--- src/core_regs_map.svh ---
// Special function register offsets, field positions and reset values
`ifndef CORE_REGS_MAP_SVH
`define CORE_REGS_MAP_SVH

`define OFF_STACK_POINTER    8'h81
`define OFF_PTR0_LOW         8'h82
`define OFF_PTR0_HIGH        8'h83
`define OFF_PTR1_LOW         8'h84
`define OFF_PTR1_HIGH        8'h85
`define OFF_CPU_MODE_SELECT  8'h86
`define OFF_PROGRAM_STATUS   8'hD0
`define OFF_ACCUMULATOR      8'hE0
`define OFF_B_REGISTER       8'hF0
`define OFF_AUX_OPERAND      8'hF1
`define OFF_EXT_RAM_PAGE     8'hF7

`define RST_STACK_POINTER    8'h07
`define RST_BYTE             8'h00

`define BIT_CARRY            7
`define BIT_HALF_CARRY       6
`define BIT_USER_ZERO        5
`define BIT_BANK_HI          4
`define BIT_BANK_LO          3
`define BIT_OVERFLOW         2
`define BIT_USER_ONE         1
`define BIT_PARITY           0

`define BIT_DIV_MODE         3
`define BIT_MUL_MODE         2
`define BIT_PTR_SELECT       0
`define MASK_CPU_MODE        8'h0D
`define MASK_EXT_PAGE        8'h7F
`define MASK_STATUS_WR       8'hFE

`define SFR_SPACE_BASE       8'h80
`define EXT_DISPLAY_BASE     16'h0500
`define EXT_DISPLAY_LAST     16'h051F
`define EXT_GENERAL_BYTES    16'h0500

`endif

--- src/core_regs_pkg.sv ---
// Types shared by the core register block
package core_regs_pkg;

    typedef enum logic [1:0] {
        md_idle,
        md_mul,
        md_div
    } md_op_e;

    typedef struct packed {
        logic [7:0] addr;
        logic       wr;
        logic       rd;
        logic [7:0] wdata;
    } sfr_req_s;

    typedef struct packed {
        logic we;
        logic cy;
        logic ac;
        logic ov;
    } flag_upd_s;

    typedef struct packed {
        logic [15:0] addr;
        logic        in_range;
        logic        display;
    } ext_addr_s;

endpackage : core_regs_pkg

--- src/cpu_core_registers_muldiv.sv ---
// Core processor registers, multiply/divide datapath and address mapping
// Function
// RULE1: 8-bit stack pointer, increment before push write
// RULE2: Pop reads at pointer, then decrements
// RULE3: Reset loads stack pointer with 07H
// RULE4: Bit 7 carry follows operation carry/borrow
// RULE5: Bit 6 records auxiliary carry or borrow
// RULE6: Bits 4-3 select working register bank
// RULE7: Bit 2 overflow follows operation overflow
// RULE8: Bit 0 read-only accumulator odd parity
// RULE9: Bits 5 and 1 are plain user flags
// RULE10: Data pointers usable as 16 or 8 bits
// RULE11: Reset leaves multiply/divide in 8-bit mode
// RULE12: 8-bit multiply: low in A, high in B
// RULE13: 16-bit multiply: low A, middle B, high aux
// RULE14: 8-bit divide: quotient A, remainder B
// RULE15: 16-bit divide: quotient split A/aux, remainder B
// RULE16: Pointer instructions use the selected pointer
// RULE17: Select bit 0 chooses primary or second
// RULE18: Software writes 0 to mode bit 6
// RULE19: Lower 128 bytes direct and indirect reachable
// RULE20: Upper addresses: indirect RAM, direct SFR
// RULE21: Page register supplies high byte for @Ri
// RULE22: 1280 general bytes plus display at 500H-51FH
`timescale 1ns/10ps
`include "core_regs_map.svh"

module cpu_core_registers_muldiv
    import core_regs_pkg::*;
(
    // Clock and reset
    input  wire logic        core_clk,
    input  wire logic        nrst,
    // Special function register access
    input  wire sfr_req_s    sfr_req,
    output logic [7:0]       sfr_rdata,
    output logic             sfr_hit,
    // Stack operations
    input  wire logic        stack_push,
    input  wire logic        stack_pop,
    output logic [7:0]       stack_addr,
    // Flag updates from the arithmetic unit
    input  wire flag_upd_s   flag_upd,
    // Multiply and divide
    input  wire md_op_e      md_op,
    output logic             md_done,
    // Data pointer operations
    input  wire logic        ptr_inc,
    input  wire logic        ptr_load,
    input  wire logic [15:0] ptr_load_val,
    output logic [15:0]      active_ptr,
    // Internal RAM addressing
    input  wire logic [7:0]  int_addr,
    input  wire logic        int_indirect,
    input  wire logic [2:0]  work_reg_idx,
    output logic             int_to_sfr,
    output logic [7:0]       work_reg_addr,
    // External RAM addressing
    input  wire logic [15:0] ext_in_addr,
    input  wire logic        ext_via_page,
    output ext_addr_s        ext_addr,
    // Core register views
    output logic [7:0]       accumulator,
    output logic [7:0]       program_status_word
);

    ////////////////////////////////////////////////////////////////////////
    // Register storage
    logic [7:0]  stack_pointer;
    logic [7:0]  b_reg;
    logic [7:0]  aux_operand_byte;
    logic [15:0] primary_data_pointer;
    logic [15:0] second_data_pointer;
    logic [7:0]  cpu_mode_select;
    logic [7:0]  external_ram_page;
    logic        carry_flag;
    logic        half_carry_flag;
    logic        user_flag_zero;
    logic [1:0]  bank_select_field;
    logic        overflow_flag;
    logic        user_flag_one;
    logic        parity_flag;
    logic        pointer_select_bit;
    logic        multiply_mode_bit;
    logic        divide_mode_bit;
    function automatic logic sfr_wr_at(input sfr_req_s r,
                                       input logic [7:0] off);
        sfr_wr_at = r.wr && (r.addr == off);
    endfunction : sfr_wr_at
    assign pointer_select_bit = cpu_mode_select[`BIT_PTR_SELECT];
    assign multiply_mode_bit  = cpu_mode_select[`BIT_MUL_MODE];
    assign divide_mode_bit    = cpu_mode_select[`BIT_DIV_MODE];
    assign parity_flag        = ^accumulator; // RULE8

    assign program_status_word = {carry_flag, half_carry_flag,
                                  user_flag_zero, bank_select_field,
                                  overflow_flag, user_flag_one,
                                  parity_flag};

    ////////////////////////////////////////////////////////////////////////
    // Multiply / divide datapath
    logic [23:0] md_product;
    logic [15:0] md_quot;
    logic [7:0]  md_rem;
    logic        md_div_zero;

    assign md_div_zero = (b_reg == 8'h00);

    always_comb begin
        md_quot = 16'h0000;
        md_rem  = 8'h00;
        if (multiply_mode_bit)
            md_product = {8'h00, aux_operand_byte, accumulator} // RULE13
                       * {16'h0000, b_reg};
        else
            md_product = {16'h0000, accumulator} * {16'h0000, b_reg}; // RULE12
        if (!md_div_zero && divide_mode_bit) begin
            md_quot = {aux_operand_byte, accumulator} // RULE15
                    / {8'h00, b_reg};
            md_rem  = 8'({aux_operand_byte, accumulator}
                         % {8'h00, b_reg});
        end else if (!md_div_zero) begin
            md_quot = {8'h00, accumulator / b_reg}; // RULE14
            md_rem  = accumulator % b_reg;
        end
    end

    ////////////////////////////////////////////////////////////////////////
    // Accumulator, B and auxiliary byte
    always_ff @(posedge core_clk or negedge nrst) begin
        if (!nrst) begin
            accumulator      <= `RST_BYTE;
            b_reg            <= `RST_BYTE;
            aux_operand_byte <= `RST_BYTE;
        end else if (md_op == md_mul) begin
            accumulator <= md_product[7:0];                  // RULE12
            b_reg       <= md_product[15:8];
            if (multiply_mode_bit)
                aux_operand_byte <= md_product[23:16];       // RULE13
        end else if (md_op == md_div) begin
            accumulator <= md_quot[7:0];                     // RULE14
            b_reg       <= md_rem;
            if (divide_mode_bit)
                aux_operand_byte <= md_quot[15:8];           // RULE15
        end else begin
            if (sfr_wr_at(sfr_req, `OFF_ACCUMULATOR))
                accumulator <= sfr_req.wdata;
            if (sfr_wr_at(sfr_req, `OFF_B_REGISTER))
                b_reg <= sfr_req.wdata;
            if (sfr_wr_at(sfr_req, `OFF_AUX_OPERAND))
                aux_operand_byte <= sfr_req.wdata;
        end
    end

    always_ff @(posedge core_clk or negedge nrst) begin
        if (!nrst) begin
            md_done <= 1'b0;
        end else begin
            md_done <= (md_op != md_idle);
        end
    end

    ////////////////////////////////////////////////////////////////////////
    // Program status word
    always_ff @(posedge core_clk or negedge nrst) begin
        if (!nrst) begin
            carry_flag        <= 1'b0;
            half_carry_flag   <= 1'b0;
            user_flag_zero    <= 1'b0;
            bank_select_field <= 2'b00;
            overflow_flag     <= 1'b0;
            user_flag_one     <= 1'b0;
        end else begin
            if (sfr_wr_at(sfr_req, `OFF_PROGRAM_STATUS)) begin
                carry_flag        <= sfr_req.wdata[`BIT_CARRY];
                half_carry_flag   <= sfr_req.wdata[`BIT_HALF_CARRY];
                user_flag_zero    <= sfr_req.wdata[`BIT_USER_ZERO]; // RULE9
                bank_select_field <= sfr_req.wdata[`BIT_BANK_HI:`BIT_BANK_LO];
                overflow_flag     <= sfr_req.wdata[`BIT_OVERFLOW];
                user_flag_one     <= sfr_req.wdata[`BIT_USER_ONE];  // RULE9
            end
            if (flag_upd.we) begin
                carry_flag      <= flag_upd.cy;                 // RULE4
                half_carry_flag <= flag_upd.ac;                 // RULE5
                overflow_flag   <= flag_upd.ov;                 // RULE7
            end
            if (md_op == md_mul) begin
                carry_flag    <= 1'b0;
                overflow_flag <= multiply_mode_bit              // RULE7
                               ? (md_product[23:16] != 8'h00)
                               : (md_product[15:8] != 8'h00);
            end else if (md_op == md_div) begin
                carry_flag    <= 1'b0;
                overflow_flag <= md_div_zero;                   // RULE7
            end
        end
    end

    ////////////////////////////////////////////////////////////////////////
    // Stack pointer
    assign stack_addr = stack_push ? stack_pointer + 8'h01   // RULE1
                                   : stack_pointer;          // RULE2

    always_ff @(posedge core_clk or negedge nrst) begin
        if (!nrst) begin
            stack_pointer <= `RST_STACK_POINTER;             // RULE3
        end else if (stack_push) begin
            stack_pointer <= stack_pointer + 8'h01;          // RULE1
        end else if (stack_pop) begin
            stack_pointer <= stack_pointer - 8'h01;          // RULE2
        end else if (sfr_wr_at(sfr_req, `OFF_STACK_POINTER)) begin
            stack_pointer <= sfr_req.wdata;
        end
    end

    ////////////////////////////////////////////////////////////////////////
    // Data pointers
    assign active_ptr = pointer_select_bit ? second_data_pointer  // RULE17
                                           : primary_data_pointer;

    always_ff @(posedge core_clk or negedge nrst) begin
        if (!nrst) begin
            primary_data_pointer <= 16'h0000;
            second_data_pointer  <= 16'h0000;
        end else if (ptr_load || ptr_inc) begin
            if (pointer_select_bit) begin                          // RULE16
                second_data_pointer <= ptr_load ? ptr_load_val
                                     : second_data_pointer + 16'h0001;
            end else begin
                primary_data_pointer <= ptr_load ? ptr_load_val
                                      : primary_data_pointer + 16'h0001;
            end
        end else begin
            if (sfr_wr_at(sfr_req, `OFF_PTR0_LOW))                 // RULE10
                primary_data_pointer[7:0] <= sfr_req.wdata;
            if (sfr_wr_at(sfr_req, `OFF_PTR0_HIGH))                // RULE10
                primary_data_pointer[15:8] <= sfr_req.wdata;
            if (sfr_wr_at(sfr_req, `OFF_PTR1_LOW))
                second_data_pointer[7:0] <= sfr_req.wdata;
            if (sfr_wr_at(sfr_req, `OFF_PTR1_HIGH))
                second_data_pointer[15:8] <= sfr_req.wdata;
        end
    end

    ////////////////////////////////////////////////////////////////////////
    // Mode and page registers
    always_ff @(posedge core_clk or negedge nrst) begin
        if (!nrst) begin
            cpu_mode_select <= `RST_BYTE;                          // RULE11
        end else if (sfr_wr_at(sfr_req, `OFF_CPU_MODE_SELECT)) begin
            cpu_mode_select <= sfr_req.wdata & `MASK_CPU_MODE;     // RULE18
        end
    end

    always_ff @(posedge core_clk or negedge nrst) begin
        if (!nrst) begin
            external_ram_page <= `RST_BYTE;
        end else if (sfr_wr_at(sfr_req, `OFF_EXT_RAM_PAGE)) begin
            external_ram_page <= sfr_req.wdata & `MASK_EXT_PAGE;
        end
    end

    ////////////////////////////////////////////////////////////////////////
    // Register read-back
    always_ff @(posedge core_clk or negedge nrst) begin
        if (!nrst) begin
            sfr_rdata <= 8'h00;
            sfr_hit   <= 1'b0;
        end else if (sfr_req.rd) begin
            sfr_hit <= 1'b1;
            unique case (sfr_req.addr)
                `OFF_STACK_POINTER:   sfr_rdata <= stack_pointer;
                `OFF_PTR0_LOW:        sfr_rdata <= primary_data_pointer[7:0];
                `OFF_PTR0_HIGH:       sfr_rdata <= primary_data_pointer[15:8];
                `OFF_PTR1_LOW:        sfr_rdata <= second_data_pointer[7:0];
                `OFF_PTR1_HIGH:       sfr_rdata <= second_data_pointer[15:8];
                `OFF_CPU_MODE_SELECT: sfr_rdata <= cpu_mode_select;
                `OFF_PROGRAM_STATUS:  sfr_rdata <= program_status_word;
                `OFF_ACCUMULATOR:     sfr_rdata <= accumulator;
                `OFF_B_REGISTER:      sfr_rdata <= b_reg;
                `OFF_AUX_OPERAND:     sfr_rdata <= aux_operand_byte;
                `OFF_EXT_RAM_PAGE:    sfr_rdata <= external_ram_page;
                default: begin
                    sfr_rdata <= 8'h00;
                    sfr_hit   <= 1'b0;
                end
            endcase
        end else begin
            sfr_hit <= 1'b0;
        end
    end

    ////////////////////////////////////////////////////////////////////////
    // Internal and external address mapping
    assign int_to_sfr    = (int_addr >= `SFR_SPACE_BASE)        // RULE20
                        && !int_indirect;                        // RULE19
    assign work_reg_addr = {3'b000, bank_select_field,           // RULE6
                            work_reg_idx};

    always_comb begin
        ext_addr.addr = ext_via_page
                      ? {external_ram_page, ext_in_addr[7:0]}   // RULE21
                      : ext_in_addr;
        ext_addr.display  = (ext_addr.addr >= `EXT_DISPLAY_BASE)    // RULE22
                         && (ext_addr.addr <= `EXT_DISPLAY_LAST);
        ext_addr.in_range = (ext_addr.addr < `EXT_GENERAL_BYTES)
                         || ext_addr.display;
    end
endmodule : cpu_core_registers_muldiv

--- config.mk ---
export PLATFORM = sky130hd
export DESIGN_NAME = cpu_core_registers_muldiv
export DESIGN_NICKNAME = d
export VERILOG_FILES = /design/src/core_regs_pkg.sv /design/src/cpu_core_registers_muldiv.sv
export VERILOG_INCLUDE_DIRS = /design/src
export SDC_FILE = /design/constraint.sdc
export NUM_CORES = 1
export LEC_CHECK = 0
export ABC_CLOCK_PERIOD_IN_PS = 44900
export BUFFER_PORTS_ARGS = -buffer_cell sky130_fd_sc_hd__clkbuf_2
export CAP_MARGIN = 20
export CORE_MARGIN = 4
export CORE_UTILIZATION = 52
export DETAILED_ROUTE_END_ITERATION = 12
export PLACE_DENSITY = 0.79
export SKIP_LAST_GASP = 1
export SYNTH_ARGS = -nofsm -noshare
export SYNTH_HDL_FRONTEND = slang
export SYNTH_SLANG_ARGS = --single-unit
--- constraint.sdc ---
create_clock -name core_clk -period 44.9 [get_ports core_clk]
set_clock_uncertainty 0.05 [all_clocks]
set_input_delay 4.49 -clock core_clk [delete_from_list [all_inputs] [get_ports core_clk]]
set_output_delay 4.49 -clock core_clk [all_outputs]
set_load 0.005 [all_outputs]
==> impl_summary.txt <==
----------------------------------------------------
[Yosys]
  Adder-Cell Fraction of Synth Area ... between 20% and 30%
  Most frequent cell after synthesis ... sky130_fd_sc_hd__ha_1
  Cell Area, Synth ... 0.01865 mm2
  Compound-cell area share of the yosys netlist ... roughly a quarter
  Number of standard cells after synthesis ... 2399
  Post-synth cell types ... 92
  Avg Cell Area, Syn ... 7.773 um2
  Dominant combinational cell family by area after synthesis ... compound AO/OA/AOI/OAI gates
  EDFF count, synth ... 0
  Top cells by area, synth ... sky130_fd_sc_hd__ha_1, sky130_fd_sc_hd__dfrtp_1, sky130_fd_sc_hd__fa_1, sky130_fd_sc_hd__a21oi_1, sky130_fd_sc_hd__mux2_2
  Post-synthesis simple-gate area fraction ... between 10% and 20%
  Share of synthesized area occupied by flip-flops and latches ... 12.23%
  Synth top area share ... approximately 14%
  Parity-gate share of the synthesized area counting xor and xnor cells ... approximately 5.2%
  Prevailing post-synth register cell ... sky130_fd_sc_hd__dfrtp_1
  Largest area contributor in the netlist ... sky130_fd_sc_hd__ha_1
  Flip-flop and latch count after synthesis ... between 90 and 100
  Most frequent cells after synthesis ... sky130_fd_sc_hd__ha_1, sky130_fd_sc_hd__nor2_1, sky130_fd_sc_hd__nand2_1
  Multiplexer share of the synthesized area ... 6.985%
  Async set-or-reset flop fraction in the synthesized netlist ... between 90% and 100%
  Ys Warns ... 0

[Clocking]
  Post-CTS setup buffers ... 0
  CTS Root Buffer Type ... sky130_fd_sc_hd__clkbuf_16
  Clk sink count ... 91
  Max Buffers Root-to-Sink ... 2
  Number of levels in the clock H-tree ... 3
  Clock Latency Late Sink ... 0.36 ns
  Post-CTS resize count ... 0
  Number of buffers inserted by hold repair at cts ... 0
  TritonCTS clock tree ... built
  TritonCTS buffer count ... 9
  CTS clock-pin slew for the worst setup and hold paths ... roughly 0.070 ns

[Final layout]
  Finished Cell Area ... between 0.015 and 0.02 mm2
  Total Nets Final ... about 2800
  Layout-stage area growth over the synthesis result ... 6.528%
  Core occupancy in the finished layout ... 55.99%
  ANT cells ... 0
  Largest registers ... primary_data_pointer: 16 flops, second_data_pointer: 16 flops
  Ratio of cells with drive above 1 in the final layout ... a little under an eighth

[Detailed routing]
  Number of DRC markers after the initial detailed-route iteration ... 1870
  Detailed Routing Iterations Pass 1 ... 6
  WL per Instance ... roughly 20 um
  Post-Route WL ... roughly 60000 um
  Number of nets still failing antenna checks after routing ... 0
  Residual DRC ... 0
  Count of vias placed by the detailed router ... approximately 19000
  Avg Vias per Cell ... ~6.5

[Setup path]
  Library cell appearing most often on the critical path ... sky130_fd_sc_hd__o21a_1
  CP delay by family, top ... compound AO/OA/AOI/OAI gates
  Type of element capturing the critical path ... register
  Number of cells on the worst reg-to-reg path ... between 100 and 150
  Register-to-register setup slack ... around 7.3 ns
  Total number of cells along the worst setup path ... 144
  Buf/Inv on CP ... 5
  CP max FO ... 17
  Class of the most critical setup path ... reg -> reg
  Slowest cell delay on critical path ... between 0.7 and 0.8 ns
  CP startpoint kind ... register
  Required time of the critical path ... between 40 and 50 ns
  Slowest cell on the critical path ... sky130_fd_sc_hd__dfrtp_1
  Data arrival time of the critical path ... ~38 ns

[Floorplanning]
  DIE HEIGHT ... approximately 200 um
  Area of the die ... ~0.039 mm2
  Floorplan core area ... between 0.03 and 0.04 mm2
  Initial Utilization ... between 50% and 60%
  Boundary pin count ... about 150
  Die X-Extent ... about 200 um
  Rows ... slightly below 70

[Placement]
  # port buffers ... between 100 and 150
  Global placer's final weighted congestion ... 0.9768
  Cell area after placement ... around 0.020 mm2
  HPWL Detailed ... roughly 46000 um

[Timing]
  Part of the cycle the worst path needs ... between 80% and 90%
  Setup repair after global routing missed its margin ... no
  Worst Max-Slew Pin Slew ... ~1.2 ns
  Min Clock Period, post-route ... ~38 ns
  Count of endpoints failing setup in the final report ... 0
  Number of pins exceeding their max-slew limit in the final report ... 0
  Fmax ... 26.60 MHz
  Slew Limit Headroom ... roughly a quarter
  Summed negative setup slack over all endpoints ... 0 ns
  Hold violation count in the final report ... 0

[Flow run]
  Maximum capacitance violations ... 0

[Worst hold path]
  Worst hold stages ... 2
  Worst min path class ... reg -> reg

[Global route]
  Overall global routing resource usage ... between 30% and 40%
  Global-route wire length before repair ... between 90000 and 100000 um
  Vias in the first global route ... ~19000
  Antenna violations before repair ... 0
  Maximum number of pins on one net before global-route repair ... approximately 70
  Remaining global-route overflow ... 0

[Outcome]
  Status ... completed

----------------------------------------------------
[worst min-delay path, delay by kind of cell, from the launching register on]
family                 cells  cell delay (ns)
AOI/OAI and AO/OA          1             0.06
buffers and inverters      1             0.05
DFF                        1             0.38
[cell families (layout without fill, tap and decap cells)]
group / count (synthesis) / in the layout
buffers and inverters: 298 / 346
other: 1 / 3
adders and majority gates: 312 / 312
and+or+nand+nor: 752 / 752
xor gates and xnor gates: 111 / 111
muxes: 119 / 119
AOI/OAI and AO/OA: 715 / 715
DFF: 91 / 91
[path summary, 6_finish.rpt]
check / startpoint / to
max: accumulator[7] / b_reg[4]
min: sfr_rdata[1] / sfr_rdata[1]
max reg2reg: accumulator[7] / b_reg[4]
min reg2reg: sfr_rdata[1] / sfr_rdata[1]
max in group asynchronous: nrst / b_reg[7]
min in group asynchronous: nrst / primary_data_pointer[9]
[metrics by stage]
stage	setup WS, ns	cells	hold slack (ns)
after global placement	8.874	2891	0.4639
final	7.307	2910	0.4767
after global routing	4.537	2910	0.5114
after CTS	7.802	2908	0.4822
after detailed placement	8.073	2892	0.4717
after floorplan	12.46	2401	0.4464
[final cells by class]
type,instances,area (um2)
Clock buffer,11,242.7
Clock inverter,5,66.31
Fill cell,3250,15620
Inverter,175,656.9
Multi-Input combinational cell,2012,15170
Sequential cell,91,2281
Tap cell,461,576.8
Timing Repair Buffer,155,873.3
[per-layer routing]
metal  GRT usage (%)  share of wire [%]
met5               0                  0
met4           12.76                5.3
met3           5.356                 10
met2           49.16                 45
met1           39.56                 39
[cell usage in the layout (no fill, tap or decap), types with 27 or more instances in the layout]
| cell | instances |
|---|---|
| sky130_fd_sc_hd__a21o_1 | 46 |
| sky130_fd_sc_hd__a21oi_1 | 176 |
| sky130_fd_sc_hd__and2_1 | 32 |
| sky130_fd_sc_hd__buf_4 | 29 |
| sky130_fd_sc_hd__clkbuf_2 | 124 |
| sky130_fd_sc_hd__dfrtp_1 | 88 |
| sky130_fd_sc_hd__fa_1 | 95 |
| sky130_fd_sc_hd__ha_1 | 216 |
| sky130_fd_sc_hd__inv_1 | 170 |
| sky130_fd_sc_hd__mux2_2 | 78 |
| sky130_fd_sc_hd__mux2i_1 | 38 |
| sky130_fd_sc_hd__nand2_1 | 214 |
| sky130_fd_sc_hd__nand2b_1 | 30 |
| sky130_fd_sc_hd__nand3_1 | 32 |
| sky130_fd_sc_hd__nor2_1 | 215 |
| sky130_fd_sc_hd__nor3_1 | 71 |
| sky130_fd_sc_hd__o21a_1 | 54 |
| sky130_fd_sc_hd__o21ai_0 | 164 |
| sky130_fd_sc_hd__o22ai_1 | 29 |
| sky130_fd_sc_hd__o31ai_1 | 27 |
| sky130_fd_sc_hd__xnor2_1 | 70 |
| sky130_fd_sc_hd__xor2_1 | 41 |
Power is not shown: default switching activity piles up to over one toggle a cycle in this logic, so the estimate is an artifact.
